[src/core/isf_cfg.svh]
// register offsets, field positions and reset values of the status flag block
`ifndef ISF_CFG_SVH
`define ISF_CFG_SVH

`define ISF_ADDR_W        8
`define ISF_DATA_W        8

`define ISF_CTRL_OFS      8'h00
`define ISF_STAT_OFS      8'h04
`define ISF_SAR2_OFS      8'h08

`define ISF_CTRL_EN_BIT   7
`define ISF_CTRL_MST_BIT  6
`define ISF_CTRL_SYNC_BIT 5
`define ISF_CTRL_IRQ_BIT  1

`define ISF_ERROR_STOP_FLAG_BIT      7
`define ISF_STOP_BIT      6
`define ISF_FRAME_DONE_IRQ_FLAG_BIT      5
`define ISF_SECOND_ADDR_MATCH_FLAG_BIT      4

`define ISF_CTRL_RST      8'h00
`define ISF_STAT_RST      8'h00
`define ISF_SAR2_RST      7'h00

`define ISF_SYNC_STAGES   2

`endif

[src/core/isf_pkg.sv]
// types shared by the status flag block
package isf_pkg;

  typedef enum logic [1:0] {
    PH_IDLE = 2'b00,
    PH_ADDR = 2'b01,
    PH_DATA = 2'b10
  } isf_phase_e;

  typedef logic [7:0] isf_byte_t;

endpackage : isf_pkg

[src/core/isf_bus_cond.sv]
// start and stop condition detector on synchronised bus lines
`timescale 1ns/100ps
module isf_bus_cond (
  input  wire logic clk_i,     // core clock
  input  wire logic resetn_i,  // async reset, active low
  input  wire logic scl_s_i,   // synchronised clock line
  input  wire logic sda_s_i,   // synchronised data line
  output logic      start_o,   // start condition, one-cycle pulse
  output logic      stop_o     // stop condition, one-cycle pulse
);

  logic scl_q;
  logic sda_q;
  logic start_q;
  logic stop_q;

  // previous levels, idle bus reads high
  always_ff @(posedge clk_i or negedge resetn_i) begin
    if (!resetn_i) begin
      scl_q <= 1'b1;
      sda_q <= 1'b1;
    end else begin
      scl_q <= scl_s_i;
      sda_q <= sda_s_i;
    end
  end

  // data edge while clock stays high marks a condition
  always_ff @(posedge clk_i or negedge resetn_i) begin
    if (!resetn_i) begin
      start_q <= 1'b0;
      stop_q  <= 1'b0;
    end else begin
      start_q <= scl_q && scl_s_i && sda_q && !sda_s_i;
      stop_q  <= scl_q && scl_s_i && !sda_q && sda_s_i;
    end
  end

  assign start_o = start_q;
  assign stop_o  = stop_q;

endmodule : isf_bus_cond

[src/core/isf_status_flags.sv]
// upper status flags of the two-wire bus interface with its register port
`timescale 1ns/100ps
`include "isf_cfg.svh"
module isf_status_flags (
  input  wire logic                   clk_i,          // core clock, 125 MHz
  input  wire logic                   resetn_i,       // async reset, active low
  input  wire logic [`ISF_ADDR_W-1:0] reg_addr_i,     // register byte address
  input  wire logic [`ISF_DATA_W-1:0] reg_wdata_i,    // register write data
  input  wire logic                   reg_wr_i,       // write strobe
  input  wire logic                   reg_rd_i,       // read strobe
  output isf_pkg::isf_byte_t          reg_rdata_o,    // read data, cycle after strobe
  input  wire logic                   scl_i,          // bus clock pin level
  input  wire logic                   sda_i,          // bus data pin level
  input  wire logic                   frame_busy_i,   // engine: frame in progress
  input  wire logic                   frame_done_i,   // engine: frame received, pulse
  input  wire logic                   slave_rx_i,     // engine: slave receive mode
  input  wire logic [7:0]             frame_byte_i,   // engine: received frame
  input  wire logic                   tx_empty_i,     // transmit empty flag level
  input  wire logic                   rx_full_i,      // receive full flag level
  output logic                        main_irq_o,     // main interrupt flag
  output logic                        enable_o,       // interface enable bit
  output logic                        master_o,       // master mode bit
  output logic                        sync_fmt_o,     // clocked synchronous format
  output logic                        error_stop_o,   // error-stop flag
  output logic                        normal_stop_o,  // normal-stop flag
  output logic                        frame_irq_o,    // frame-done irq flag
  output logic                        addr2_match_o   // second address match flag
);
  import isf_pkg::*;

  logic [1:0]       pins_s;
  logic             start_p;
  logic             stop_p;
  logic             enable_q;
  logic             master_q;
  logic             sync_q;
  logic             irq_q;
  logic             irq_d;
  logic [6:0]       sar2_q;
  logic             error_stop_flag_q;
  logic             stop_q;
  logic             frame_done_irq_flag_q;
  logic             second_addr_match_flag_q;
  logic             seen_error_stop_flag_q;
  logic             seen_stop_q;
  logic             seen_frame_done_irq_flag_q;
  logic             seen_second_addr_match_flag_q;
  logic             tx_empty_q;
  logic             rx_full_q;
  isf_phase_e       phase_q;
  isf_byte_t        rdata_q;
  logic             wr_ctrl;
  logic             wr_stat;
  logic             wr_sar2;
  logic             rd_stat;
  logic             slave_bus;
  logic             data_rise;
  logic             frame_done_irq_flag_set;
  logic             error_stop_flag_set;
  logic             stop_set;
  logic             second_addr_match_flag_set;
  logic             irq_fall;
  logic             clr_error_stop_flag;
  logic             clr_stop;
  logic             clr_frame_done_irq_flag;
  logic             clr_second_addr_match_flag;
  isf_byte_t        stat_view;

  isf_sync #(
    .WIDTH (`ISF_SYNC_STAGES)
  ) u_sync (
    .clk_i    (clk_i),
    .resetn_i (resetn_i),
    .async_i  ({scl_i, sda_i}),
    .sync_o   (pins_s)
  );

  isf_bus_cond u_cond (
    .clk_i    (clk_i),
    .resetn_i (resetn_i),
    .scl_s_i  (pins_s[1]),
    .sda_s_i  (pins_s[0]),
    .start_o  (start_p),
    .stop_o   (stop_p)
  );

  assign wr_ctrl = reg_wr_i && (reg_addr_i == `ISF_CTRL_OFS);
  assign wr_stat = reg_wr_i && (reg_addr_i == `ISF_STAT_OFS);
  assign wr_sar2 = reg_wr_i && (reg_addr_i == `ISF_SAR2_OFS);
  assign rd_stat = reg_rd_i && (reg_addr_i == `ISF_STAT_OFS);

  // bus-format slave: neither master nor clocked synchronous format
  assign slave_bus = enable_q && !master_q && !sync_q;

  // data register flags are levels; only their rising edge requests
  always_ff @(posedge clk_i or negedge resetn_i) begin
    if (!resetn_i) begin
      tx_empty_q <= 1'b0;
      rx_full_q  <= 1'b0;
    end else begin
      tx_empty_q <= tx_empty_i;
      rx_full_q  <= rx_full_i;
    end
  end

  assign data_rise = (tx_empty_i && !tx_empty_q) || (rx_full_i && !rx_full_q);

  assign frame_done_irq_flag_set = enable_q && data_rise &&
                    ((slave_bus && second_addr_match_flag_q) ||
                     master_q || sync_q);

  assign error_stop_flag_set = slave_bus && stop_p && frame_busy_i;
  assign stop_set = slave_bus && stop_p && !frame_busy_i;

  // first frame after start decides the second address match
  always_ff @(posedge clk_i or negedge resetn_i) begin
    if (!resetn_i) begin
      phase_q <= PH_IDLE;
    end else begin
      case (phase_q)
        PH_IDLE: begin
          if (start_p) begin
            phase_q <= PH_ADDR;
          end
        end
        PH_ADDR: begin
          if (stop_p) begin
            phase_q <= PH_IDLE;
          end else if (frame_done_i) begin
            phase_q <= PH_DATA;
          end
        end
        PH_DATA: begin
          if (stop_p) begin
            phase_q <= PH_IDLE;
          end else if (start_p) begin
            phase_q <= PH_ADDR;
          end
        end
        default: begin
          phase_q <= PH_IDLE;
        end
      endcase
    end
  end

  assign second_addr_match_flag_set = slave_bus && slave_rx_i && (phase_q == PH_ADDR) &&
                    frame_done_i && !start_p &&
                    (frame_byte_i[7:1] == sar2_q);

  // main flag falling by software write: the common clear event
  assign irq_fall = wr_ctrl && irq_q && !reg_wdata_i[`ISF_CTRL_IRQ_BIT];

  // software clear needs a read of one first, then a write of zero
  assign clr_error_stop_flag = (wr_stat && seen_error_stop_flag_q && !reg_wdata_i[`ISF_ERROR_STOP_FLAG_BIT]) ||
                    irq_fall;
  assign clr_stop = (wr_stat && seen_stop_q && !reg_wdata_i[`ISF_STOP_BIT]) ||
                    irq_fall;
  assign clr_frame_done_irq_flag = (wr_stat && seen_frame_done_irq_flag_q && !reg_wdata_i[`ISF_FRAME_DONE_IRQ_FLAG_BIT]) ||
                    (irq_fall && enable_q);
  assign clr_second_addr_match_flag = (wr_stat && seen_second_addr_match_flag_q && !reg_wdata_i[`ISF_SECOND_ADDR_MATCH_FLAG_BIT]) ||
                    start_p || master_q;

  // control register; main flag set by hardware, cleared only by software
  always_comb begin
    irq_d = irq_q;
    if (wr_ctrl && !reg_wdata_i[`ISF_CTRL_IRQ_BIT]) begin
      irq_d = 1'b0;
    end
    if (frame_done_irq_flag_set || error_stop_flag_set || stop_set) begin
      irq_d = 1'b1;
    end
  end

  always_ff @(posedge clk_i or negedge resetn_i) begin
    if (!resetn_i) begin
      enable_q <= 1'b0;
      master_q <= 1'b0;
      sync_q   <= 1'b0;
      irq_q    <= 1'b0;
    end else begin
      irq_q <= irq_d;
      if (wr_ctrl) begin
        enable_q <= reg_wdata_i[`ISF_CTRL_EN_BIT];
        master_q <= reg_wdata_i[`ISF_CTRL_MST_BIT];
        sync_q   <= reg_wdata_i[`ISF_CTRL_SYNC_BIT];
      end
    end
  end

  always_ff @(posedge clk_i or negedge resetn_i) begin
    if (!resetn_i) begin
      sar2_q <= `ISF_SAR2_RST;
    end else if (wr_sar2) begin
      sar2_q <= reg_wdata_i[7:1];
    end
  end

  // stop flags: a set wins over a clear in the same cycle
  always_ff @(posedge clk_i or negedge resetn_i) begin
    if (!resetn_i) begin
      error_stop_flag_q <= 1'b0;
      stop_q <= 1'b0;
    end else begin
      if (error_stop_flag_set) begin
        error_stop_flag_q <= 1'b1;
        stop_q <= 1'b0;
      end else if (stop_set) begin
        stop_q <= 1'b1;
        error_stop_flag_q <= 1'b0;
      end else begin
        if (clr_error_stop_flag) begin
          error_stop_flag_q <= 1'b0;
        end
        if (clr_stop) begin
          stop_q <= 1'b0;
        end
      end
    end
  end

  always_ff @(posedge clk_i or negedge resetn_i) begin
    if (!resetn_i) begin
      frame_done_irq_flag_q <= 1'b0;
    end else if (frame_done_irq_flag_set) begin
      frame_done_irq_flag_q <= 1'b1;
    end else if (clr_frame_done_irq_flag) begin
      frame_done_irq_flag_q <= 1'b0;
    end
  end

  always_ff @(posedge clk_i or negedge resetn_i) begin
    if (!resetn_i) begin
      second_addr_match_flag_q <= 1'b0;
    end else if (second_addr_match_flag_set) begin
      second_addr_match_flag_q <= 1'b1;
    end else if (clr_second_addr_match_flag) begin
      second_addr_match_flag_q <= 1'b0;
    end
  end

  // read-of-one tokens; a status write consumes them unless a status read comes in the same cycle
  always_ff @(posedge clk_i or negedge resetn_i) begin
    if (!resetn_i) begin
      seen_error_stop_flag_q <= 1'b0;
      seen_stop_q <= 1'b0;
      seen_frame_done_irq_flag_q <= 1'b0;
      seen_second_addr_match_flag_q <= 1'b0;
    end else if (rd_stat) begin
      seen_error_stop_flag_q <= error_stop_flag_q;
      seen_stop_q <= stop_q;
      seen_frame_done_irq_flag_q <= frame_done_irq_flag_q;
      seen_second_addr_match_flag_q <= second_addr_match_flag_q;
    end else if (wr_stat) begin
      seen_error_stop_flag_q <= 1'b0;
      seen_stop_q <= 1'b0;
      seen_frame_done_irq_flag_q <= 1'b0;
      seen_second_addr_match_flag_q <= 1'b0;
    end
  end

  always_comb begin
    stat_view = `ISF_STAT_RST;
    stat_view[`ISF_ERROR_STOP_FLAG_BIT] = error_stop_flag_q;
    stat_view[`ISF_STOP_BIT] = stop_q;
    stat_view[`ISF_FRAME_DONE_IRQ_FLAG_BIT] = frame_done_irq_flag_q;
    stat_view[`ISF_SECOND_ADDR_MATCH_FLAG_BIT] = second_addr_match_flag_q;
  end

  // unmapped addresses read zero; data stand for one cycle only
  always_ff @(posedge clk_i or negedge resetn_i) begin
    if (!resetn_i) begin
      rdata_q <= 8'h00;
    end else if (reg_rd_i) begin
      case (reg_addr_i)
        `ISF_CTRL_OFS: rdata_q <= {enable_q, master_q, sync_q, 3'h0, irq_q, 1'b0};
        `ISF_STAT_OFS: rdata_q <= stat_view;
        `ISF_SAR2_OFS: rdata_q <= {sar2_q, 1'b0};
        default:       rdata_q <= 8'h00;
      endcase
    end else begin
      rdata_q <= 8'h00;
    end
  end

  assign reg_rdata_o   = rdata_q;
  assign main_irq_o    = irq_q;
  assign enable_o      = enable_q;
  assign master_o      = master_q;
  assign sync_fmt_o    = sync_q;
  assign error_stop_o  = error_stop_flag_q;
  assign normal_stop_o = stop_q;
  assign frame_irq_o   = frame_done_irq_flag_q;
  assign addr2_match_o = second_addr_match_flag_q;

endmodule : isf_status_flags

[src/core/isf_sync.sv]
// two-stage synchroniser for pin inputs
`timescale 1ns/100ps
module isf_sync #(
  parameter int WIDTH = 2
) (
  input  wire logic             clk_i,     // core clock
  input  wire logic             resetn_i,  // async reset, active low
  input  wire logic [WIDTH-1:0] async_i,   // pin levels
  output logic      [WIDTH-1:0] sync_o     // synchronised levels
);

  logic [WIDTH-1:0] meta_q;
  logic [WIDTH-1:0] sync_q;

  always_ff @(posedge clk_i or negedge resetn_i) begin
    if (!resetn_i) begin
      meta_q <= '1;
      sync_q <= '1;
    end else begin
      meta_q <= async_i;
      sync_q <= meta_q;
    end
  end

  assign sync_o = sync_q;

endmodule : isf_sync

[config.mk]
export PLATFORM = sky130hd
export DESIGN_NAME = isf_status_flags
export DESIGN_NICKNAME = d
export VERILOG_FILES = /design/src/core/isf_pkg.sv /design/src/core/isf_bus_cond.sv /design/src/core/isf_status_flags.sv /design/src/core/isf_sync.sv
export VERILOG_INCLUDE_DIRS = /design/src /design/src/core
export SDC_FILE = /design/constraint.sdc
export NUM_CORES = 1
export LEC_CHECK = 0
export BUFFER_PORTS_ARGS = -buffer_cell sky130_fd_sc_hd__buf_4
export CAP_MARGIN = 10
export CORE_MARGIN = 8
export CORE_UTILIZATION = 50
export DETAILED_ROUTE_END_ITERATION = 8
export PLACE_DENSITY = 0.77
export SLEW_MARGIN = 20
export SYNTH_ARGS = -nofsm -noshare
export SYNTH_HDL_FRONTEND = slang
export SYNTH_HIERARCHICAL = 1
export SYNTH_SLANG_ARGS = --single-unit
[constraint.sdc]
create_clock -name clk_i -period 1.8 [get_ports clk_i]
set_clock_uncertainty 0.1 [all_clocks]
set_input_delay 0.27 -clock clk_i [delete_from_list [all_inputs] [get_ports clk_i]]
set_output_delay 0.27 -clock clk_i [all_outputs]
set_load 0.02 [all_outputs]
* After elaboration in Yosys (flattened, before gate mapping) *
Index checks and enable logic that the tools add are counted.

word-level totals
  logic and storage cells = 120
  bits in registers = 39
  output and inout port bits = 16
  input bits = 35

cells by class
  reductions and logical operators = 67
  equal/unequal tests = 6
  muxes and demuxes = 24

operator list
  cell                                                                   count
  1-bit logical AND                                                      36
  8-bit case mux with 3 select lines                                     1
  1-bit two-way mux                                                      17
  1-bit logical NOT                                                      13
  1-bit logical OR                                                       10
  8-bit by 3-bit equality test with 1-bit output, second input constant  1
  8-bit by 4-bit equality test with 1-bit output, second input constant  1
  8-bit logical NOT                                                      1
  2-bit two-way mux                                                      4
  8-bit two-way mux                                                      1
  2-bit nonzero test                                                     4
  7-bit equality test                                                    1
  2-bit case mux with 3 select lines                                     1
  3-bit nonzero test                                                     2
  3-bit by 2-bit != test with 1-bit output, second input constant        1
  2-bit by 1-bit equality test with 1-bit output, second input constant  1
  2-bit equality test, second input constant                             1
  2-bit logical NOT                                                      1

* Longest topological paths before layout *
Gate-level depths: netlist (run 1).

  depth in word-level cells = 10
  gate-level depth with buffers = 5
  depth with buffers taken out = 4

* Modules after synthesis *
Netlist (run 1), hierarchy kept.

modules (own cells, without submodules)
  module            seq. area each (um^2)  cells an instance  instances  area an instance (um^2)
  isf_status_flags  750.7                  127                1          1416.4
  isf_bus_cond      102.6                  6                  1          122.6
  isf_sync          105.1                  4                  1          105.1

* Least setup slack after synthesis (run 1) *
Ideal clock, no wire load.

  path kind = input -> register
  from = input reg_addr_i[7]
  to = register irq_q, in the netlist main_irq_o
  data arrival time = 1.598 ns
  slack = -0.041 ns
  stages = 4
  library setup time = 0.143 ns
  path buffers = 0
  data required time = 1.557 ns
  path through = or4_4 > or4_4 > o31ai_1 > nand3_1

between the ends
  cells in the longest elaborated chain, start to end = 4

RTL lines
  item                                 RTL line                 text
  start: declaration                   isf_status_flags.sv:7    input wire logic [`ISF_ADDR_W-1:0] reg_addr_i,
  8-bit logical NOT                    -
  1-bit logical AND                    isf_status_flags.sv:87   assign wr_ctrl = reg_wr_i && (reg_addr_i == `ISF_CTRL_OFS);
  1-bit logical AND                    isf_status_flags.sv:167  if (wr_ctrl && !reg_wdata_i[`ISF_CTRL_IRQ_BIT]) begin
  2-bit nonzero test (no source line)  -
  end signal: assignment               isf_status_flags.sv:182  irq_q <= irq_d;
  end: declaration                     isf_status_flags.sv:37   logic irq_q;

Every way passes these cells.
A chain may end at the register's enable or synchronous reset.

* Final worst setup path (run 1) *
  from = input reg_addr_i[7]
  to = register second_addr_match_flag_q, in the netlist addr2_match_o

between the ends
  cells in the longest elaborated chain, start to end = 7

RTL lines
  item                                            RTL line                 text
  8-bit by 3-bit equality test with 1-bit output  -
  1-bit logical AND                               isf_status_flags.sv:88   assign wr_stat = reg_wr_i && (reg_addr_i == `ISF_STAT_OFS);
  1-bit logical AND (2 in series)                 isf_status_flags.sv:161  assign clr_second_addr_match_flag = (wr_stat && seen_second_addr_match_flag_q && !reg_wdata_i[`ISF_SECOND_ADDR ...
  1-bit logical OR (2 in series)                  isf_status_flags.sv:161
  2-bit nonzero test (no source line)             -
  end signal: assignment                          isf_status_flags.sv:234  second_addr_match_flag_q <= 1'b0;
  end signal: assignment                          isf_status_flags.sv:236  second_addr_match_flag_q <= 1'b1;
  end signal: assignment                          isf_status_flags.sv:238  second_addr_match_flag_q <= 1'b0;
  end: declaration                                isf_status_flags.sv:43   logic second_addr_match_flag_q;

Every way passes these cells.

==> flow_summary.yaml, run 1 <==
cells_and_area:
  num-fill-cells: 275
  finalNetCount: 229
  ff_latch_area_um2: 958
  multi_input_area_um2: 652
  final_core_util: 0.664
  final_area_um2: 2160
  antenna_cells: 0
  area_growth_pct: 31.7
  drive_gt1_frac: 0.405
place:
  pre_cts_ws_ns: -0.224
  placedInstanceArea_um2: 2050
  hpwl_um: 3010
  gp_congestion: 0.845
  io_buffers: 47
synthesis:
  postSynthCellCount: 137
  synth_top_area_share: 0.487
  synthFlopType: "dfrtp_1"
  synth-async-reset-ratio: 1.00
  yosysSeqAreaShare: 0.583
  netlist_top_cells_area: "dfrtp_1, dfstp_2, mux2_2"
  synth_seq_cells: 38
  synth_area_um2: 1640
  syn-num-nets: 172
  yosysTopAreaCell: "dfrtp_1"
  synth_area_per_cell_um2: 12.0
  synth_edf_count: 0
  synth_cell_types: 41
  yosys_warnings: 6
critical_path:
  arrival_ns: 1.78
  critPathCaptureType: "flip-flop"
  path_class: "input port to flip-flop"
  reg2reg_slack_ns: 0.39
  critPathLaunchType: "input port"
  worst_ep_required_time_ns: 1.92
  cp_max_fo: 5
die:
  io_pins: 51
  die-area_um2: 5380
  core_um2: 3260
  die_h_um: 73.3
  die_w_um: 73.3
  rows: 21
  initial_core_util: 0.505
route:
  drt_iter0_drc: 61
  wl_met1_um: 1520
  top_layer: "met4"
  vias_per_cell: 5.15
  wl_met3_um: 279
  wl_met2_um: 1950
  final_antenna_net_count: 0
  num_vias: 1241
  wl_per_cell_um: 15.7
  wl_um: 3780
  remaining_drc_errors: 0
  dr.pass1.iters: 4
clocking:
  post_cts_buffers: 0
  clockBufferDepth: 2
  htreeDepth: 2
  cts_tree: "built"
  cts_buffers: 5
  clock_sinks: 38
  clk_pin_slew_ns: 0.10
  worstSkewPairLatency_ns: 0.33
  cts_resized: 0
  cts_root_buffer: "clkbuf_4"
grt:
  grt_max_degree: 39
  grt_pass1_wl_um: 6060
  grt_pass1_vias: 1348
  gr-total-overflow: 0
  grt.total_usage: 0.147
  antenna_found_initial: 0
sta:
  finalSetupViolations: 0
  period_share: 0.925
  hold_viol: 0
  rsz0062_at_grt: "no"
  fin_ws_ns: 0.135
  max-slew-margin-rel: 0.656
  drv_slew: 0
  tightest_slew_ns: 0.510
  fmax_ghz: 0.601
  min_period_ns: 1.66
  tns_ns: 0
run:
  drv_cap: 0
worst_hold_path:
  holdCritPathClass: "input port to flip-flop"
power:
  power_density_nw_per_um2: 738
  finalPower_mw: 1.60
  p_leak_nw: 1.06
  peakVddDrop_mv: 0.546
status:
  outcome: "finished clean"
## path summary, 6_finish.rpt
check / startpoint / end / cells after the start
max: reg_addr_i[7] / addr2_match_o$_DFFE_PN0P_ / 5
min in group asynchronous: resetn_i / seen_stop_q$_DFFE_PN0P_ / 2
max in group asynchronous: resetn_i / u_sync/sync_o[0]$_DFF_PN1_ / 2
min: frame_busy_i / normal_stop_o$_DFFE_PN0P_ / 2
min reg2reg: u_sync/meta_q[0]$_DFF_PN1_ / u_sync/sync_o[0]$_DFF_PN1_ / 0
max reg2reg: master_o$_DFFE_PN0N_ / error_stop_o$_DFFE_PN0P_ / 4
## stage by stage
| step | std cells | hold WS (ns) |
|---|---|---|
| 4_1_cts | 241 | 0.0191 |
| 2_1_floorplan | 137 | -0.126 |
| 3_5_place_dp | 228 | 0.158 |
| 5_1_grt | 241 | 0.0225 |
| 3_3_place_gp | 228 | 0.148 |
| 6_report | 241 | 0.0437 |
## where the power goes
group	total (mW)	internal (mW)	switching [mW]	leakage, nW
Combinational	0.210	0.112	0.0977	0.538
Clock	0.453	0.188	0.265	0.0343
Sequential	0.934	0.897	0.0372	0.487
## registers in the layout (all words and copies together) (netlist names)
name	cells
u_cond/sda_q	1
frame_irq_o	1
main_irq_o	1
u_cond/start_o	1
u_sync/meta_q	2
phase_q	2
u_cond/stop_o	1
sar2_q	7
tx_empty_q	1
u_cond/scl_q	1
seen_stop_q	1
normal_stop_o	1
seen_second_addr_match_flag_q	1
error_stop_o	1
addr2_match_o	1
seen_frame_done_irq_flag_q	1
u_sync/sync_o	2
rx_full_q	1
master_o	1
seen_error_stop_flag_q	1
enable_o	1
reg_rdata_o	7
sync_fmt_o	1
## area by class of cell
class                      count  share of cell area
clock inverter                 2             0.00578
multi-input combinational     91               0.301
clock buffer                   6              0.0237
timing repair buffer          54               0.193
inverter                       4             0.00694
sequential                    38               0.443
tap                           46              0.0266
## synth_stat cells (all sizes together), types with 3 or more instances
cell type  number
xor2            5
inv             4
and3            3
mux2i           4
nand2           8
nand3           5
mux2           10
nor2           11
nand3b          3
a22o            4
dfstp           6
a21oi           6
dfrtp          32
o21ai           4
## per-layer routing
layer,vias up,track usage
met3,4,0.0587
met4,0,0.0421
met2,36,0.264
met1,595,0.154
met5,-,0
li1,606,-
## layout by cell type, fill, tap and decap left out, types with 3 or more instances in the layout
cell | netlist | routed
a21oi_1 | 6 | 6
a22o_1 | 4 | 4
and3_1 | 3 | 3
buf_4 | 1 | 49
clkbuf_4 | 0 | 5
dfrtp_1 | 32 | 32
dfstp_2 | 6 | 6
dlygate4sd3_1 | 0 | 5
inv_1 | 4 | 4
mux2_2 | 10 | 10
mux2i_1 | 4 | 4
nand2_1 | 8 | 8
nand3_1 | 4 | 4
nand3b_1 | 3 | 3
nor2_1 | 11 | 11
o21ai_0 | 3 | 3
xor2_1 | 5 | 5
## cell families after synthesis
logic type / count (synthesis) / synth area share
flops: 38 / 0.583
mux: 14 / 0.0928
buf+inv: 8 / 0.0205
compound gates: 23 / 0.0951
other cells: 1 / 0.00228
xor+xnor: 7 / 0.0373
simple gates: 46 / 0.169
## what timing repair did
action,4_1_cts,5_1_grt
hold buffers,5,0
endpoints found under the hold margin,36,0
endpoints found under the setup margin,0,0
## worst max-delay path, stage by stage
cell and delay, ns:
buf_4 0.11, or4_4 0.55, or4_4 0.55, o31ai_2 0.23, o21ai_1 0.09
Note: power is estimated with default switching activity, not from simulation.
==> run 2, diff against run 1 <==
--- a/config.mk
+++ b/config.mk
@@ -12,6 +12,7 @@
 export CORE_UTILIZATION = 50
 export DETAILED_ROUTE_END_ITERATION = 8
 export PLACE_DENSITY = 0.77
+export REMOVE_ABC_BUFFERS = 1
 export SLEW_MARGIN = 20
 export SYNTH_ARGS = -nofsm -noshare
 export SYNTH_HDL_FRONTEND = slang
==> run 2 against run 1 <==
Compared with the run above:
- count of clock-buffer cells in the layout stayed put
- global-route usage is 1.1 points higher
- final area is 2.2% higher
- die area stayed put
- combinational power hardly changed
- setup slack worse by 0.040 ns
- clock power is 65% higher
- final cell count stayed put
- maximum frequency is 2.4% lower
- wire length is 5.2% higher
- sequential cell count stayed put
- critical path type unchanged
==> flow_summary.yaml, run 2 (same netlist as run 1, synthesis figures left out) <==
sta:
  period_share: 0.947
  finalSetupViolations: 0
  max-slew-margin-rel: 0.575
  fin_ws_ns: 0.0950
  min_period_ns: 1.71
  rsz0062_at_grt: "no"
  tns_ns: 0
  fmax_ghz: 0.587
  tightest_slew_ns: 0.630
  drv_slew: 0
  hold_viol: 0
power:
  power_switching_mw: 0.415
  power_density_nw_per_um2: 857
  p_int_mw: 1.48
  p_comb_frac: 0.112
  peakVddDrop_mv: 0.591
  p_leak_nw: 1.08
  power_frac_seq: 0.493
  clkPwrFrac: 0.395
  swShare: 0.219
worst_hold_path:
  min_from: "frame_busy_i"
  min_to: "normal_stop_o$_DFFE_PN0P_"
  whs_path_depth: 2
  holdCritPathClass: "input port to flip-flop"
clocking:
  post_cts_buffers: 0
  cts_root_buffer: "clkbuf_4"
  clk_pin_slew_ns: 0.10
  cts_tree: "built"
  clock_sinks: 38
  clockBufferDepth: 2
  htreeDepth: 2
  worstSkewPairLatency_ns: 0.34
  cts_buffers: 5
cells_and_area:
  ff_latch_area_um2: 958
  drive_gt1_frac: 0.405
  final_common_cell: "buf_4"
  num-fill-cells: 264
  layout_common_cells: "buf_4, dfrtp_1, nor2_1"
  finalNetCount: 229
  final_area_um2: 2210
  antenna_cells: 0
  area_growth_pct: 34.6
  multi_input_area_um2: 652
die:
  die_h_um: 73.3
  io_pins: 51
  die-area_um2: 5380
  rows: 21
  core_um2: 3260
  die_w_um: 73.3
  initial_core_util: 0.505
grt:
  grt_max_degree: 39
  gr-total-overflow: 0
  grt.total_usage: 0.158
  grt_pass1_wl_um: 6460
  grt_pass1_vias: 1359
  antenna_found_initial: 0
critical_path:
  rr_startpoint: "master_o$_DFFE_PN0N_"
  path_class: "input port to flip-flop"
  r2r_end: "main_irq_o$_DFFE_PN0P_"
  cp_max_fo: 5
  reg2reg_slack_ns: 0.36
  cp_slowest_stage_delay_ns: 0.55
  critPathCaptureType: "flip-flop"
  reg2reg_depth: 2
  slowest_stage: "or4_4"
  worst_ep_required_time_ns: 1.90
  path_cells: "buf_4 > or4_4 > or4_4 > o31ai_1 > nand3_1"
  arrival_ns: 1.80
  critPathLaunchType: "input port"
  cpMostUsedCell: "or4_4"
place:
  placedInstanceArea_um2: 2050
  io_buffers: 47
  gp_congestion: 0.891
  hpwl_um: 3010
  pre_cts_ws_ns: -0.264
route:
  vias_per_cell: 5.24
  remaining_drc_errors: 0
  wl_um: 3980
  num_vias: 1262
  wl_per_cell_um: 16.5
  dr.pass1.iters: 4
  drt_iter0_drc: 118
  final_antenna_net_count: 0
run:
  drv_cap: 0
status:
  outcome: "finished clean"
-- run 2: cell types whose count changed in the layout (fill, tap and decap cells not counted) --
cell | previous run | this run
bufinv_16 | 0 | 2
clkinv_2 | 1 | 0
clkinvlp_4 | 1 | 0
-- run 2: layout make-up --
cell class                 count  area share
multi-input combinational     91       0.295
sequential                    38       0.433
clock inverter                 2      0.0271
inverter                       4     0.00679
timing repair buffer          54       0.189
clock buffer                   6      0.0232
tap                           46      0.0260
-- run 2: worst max-delay path, delay by kind of cell --
family,cells,cell delay (ns)
AO/OA/AOI/OAI,1,0.23
buffers and inverters,1,0.11
AND/OR/NAND/NOR,3,1.19
-- run 2: power by group through the flow --
stage	combinational (mW)	sequential (mW)	clock (mW)
floorplan	0.0691	0.953	0
global placement	0.199	0.948	0
detailed placement	0.204	0.950	0
CTS	0.215	0.934	0.761
global route	0.232	0.940	0.791
finish	0.212	0.935	0.748
-- run 2: per-stage QoR --
step	util	total power, mW	hold slack, ns	cells
after global routing	0.679	1.96	0.0217	241
after detailed placement	0.629	1.15	0.157	228
final	0.679	1.90	0.0363	241
after global placement	0.629	1.15	0.147	228
after CTS	0.679	1.91	0.0225	241
after floorplan	-	1.02	-0.126	133
-- run 2: how the worst max path moves through the flow --
stage / startpoint / depth (start not counted) / slack (ns) / to
floorplan: reg_addr_i[7] / 4 / -0.04 / main_irq_o$_DFFE_PN0P_
global placement: reg_addr_i[7] / 5 / -0.21 / main_irq_o$_DFFE_PN0P_
detailed placement: reg_addr_i[7] / 5 / -0.26 / main_irq_o$_DFFE_PN0P_
CTS: reg_addr_i[7] / 5 / 0.09 / main_irq_o$_DFFE_PN0P_
global route: reg_addr_i[7] / 5 / 0.08 / main_irq_o$_DFFE_PN0P_
finish: reg_addr_i[7] / 5 / 0.09 / main_irq_o$_DFFE_PN0P_
-- run 2: per-layer routing --
metal  global-route usage  share of wire  vias up
met2                0.262           0.51       43
met5                    0              0        -
met3               0.0505          0.069        9
li1                     -              -      598
met4               0.0665          0.018        0
met1                0.182           0.41      612
-- run 2: what timing repair did --
| item | in CTS | in global routing |
|---|---|---|
| endpoints found under the hold margin | 36 | 0 |
| hold buffers | 5 | 0 |
| gates resized for setup | 0 | 0 |
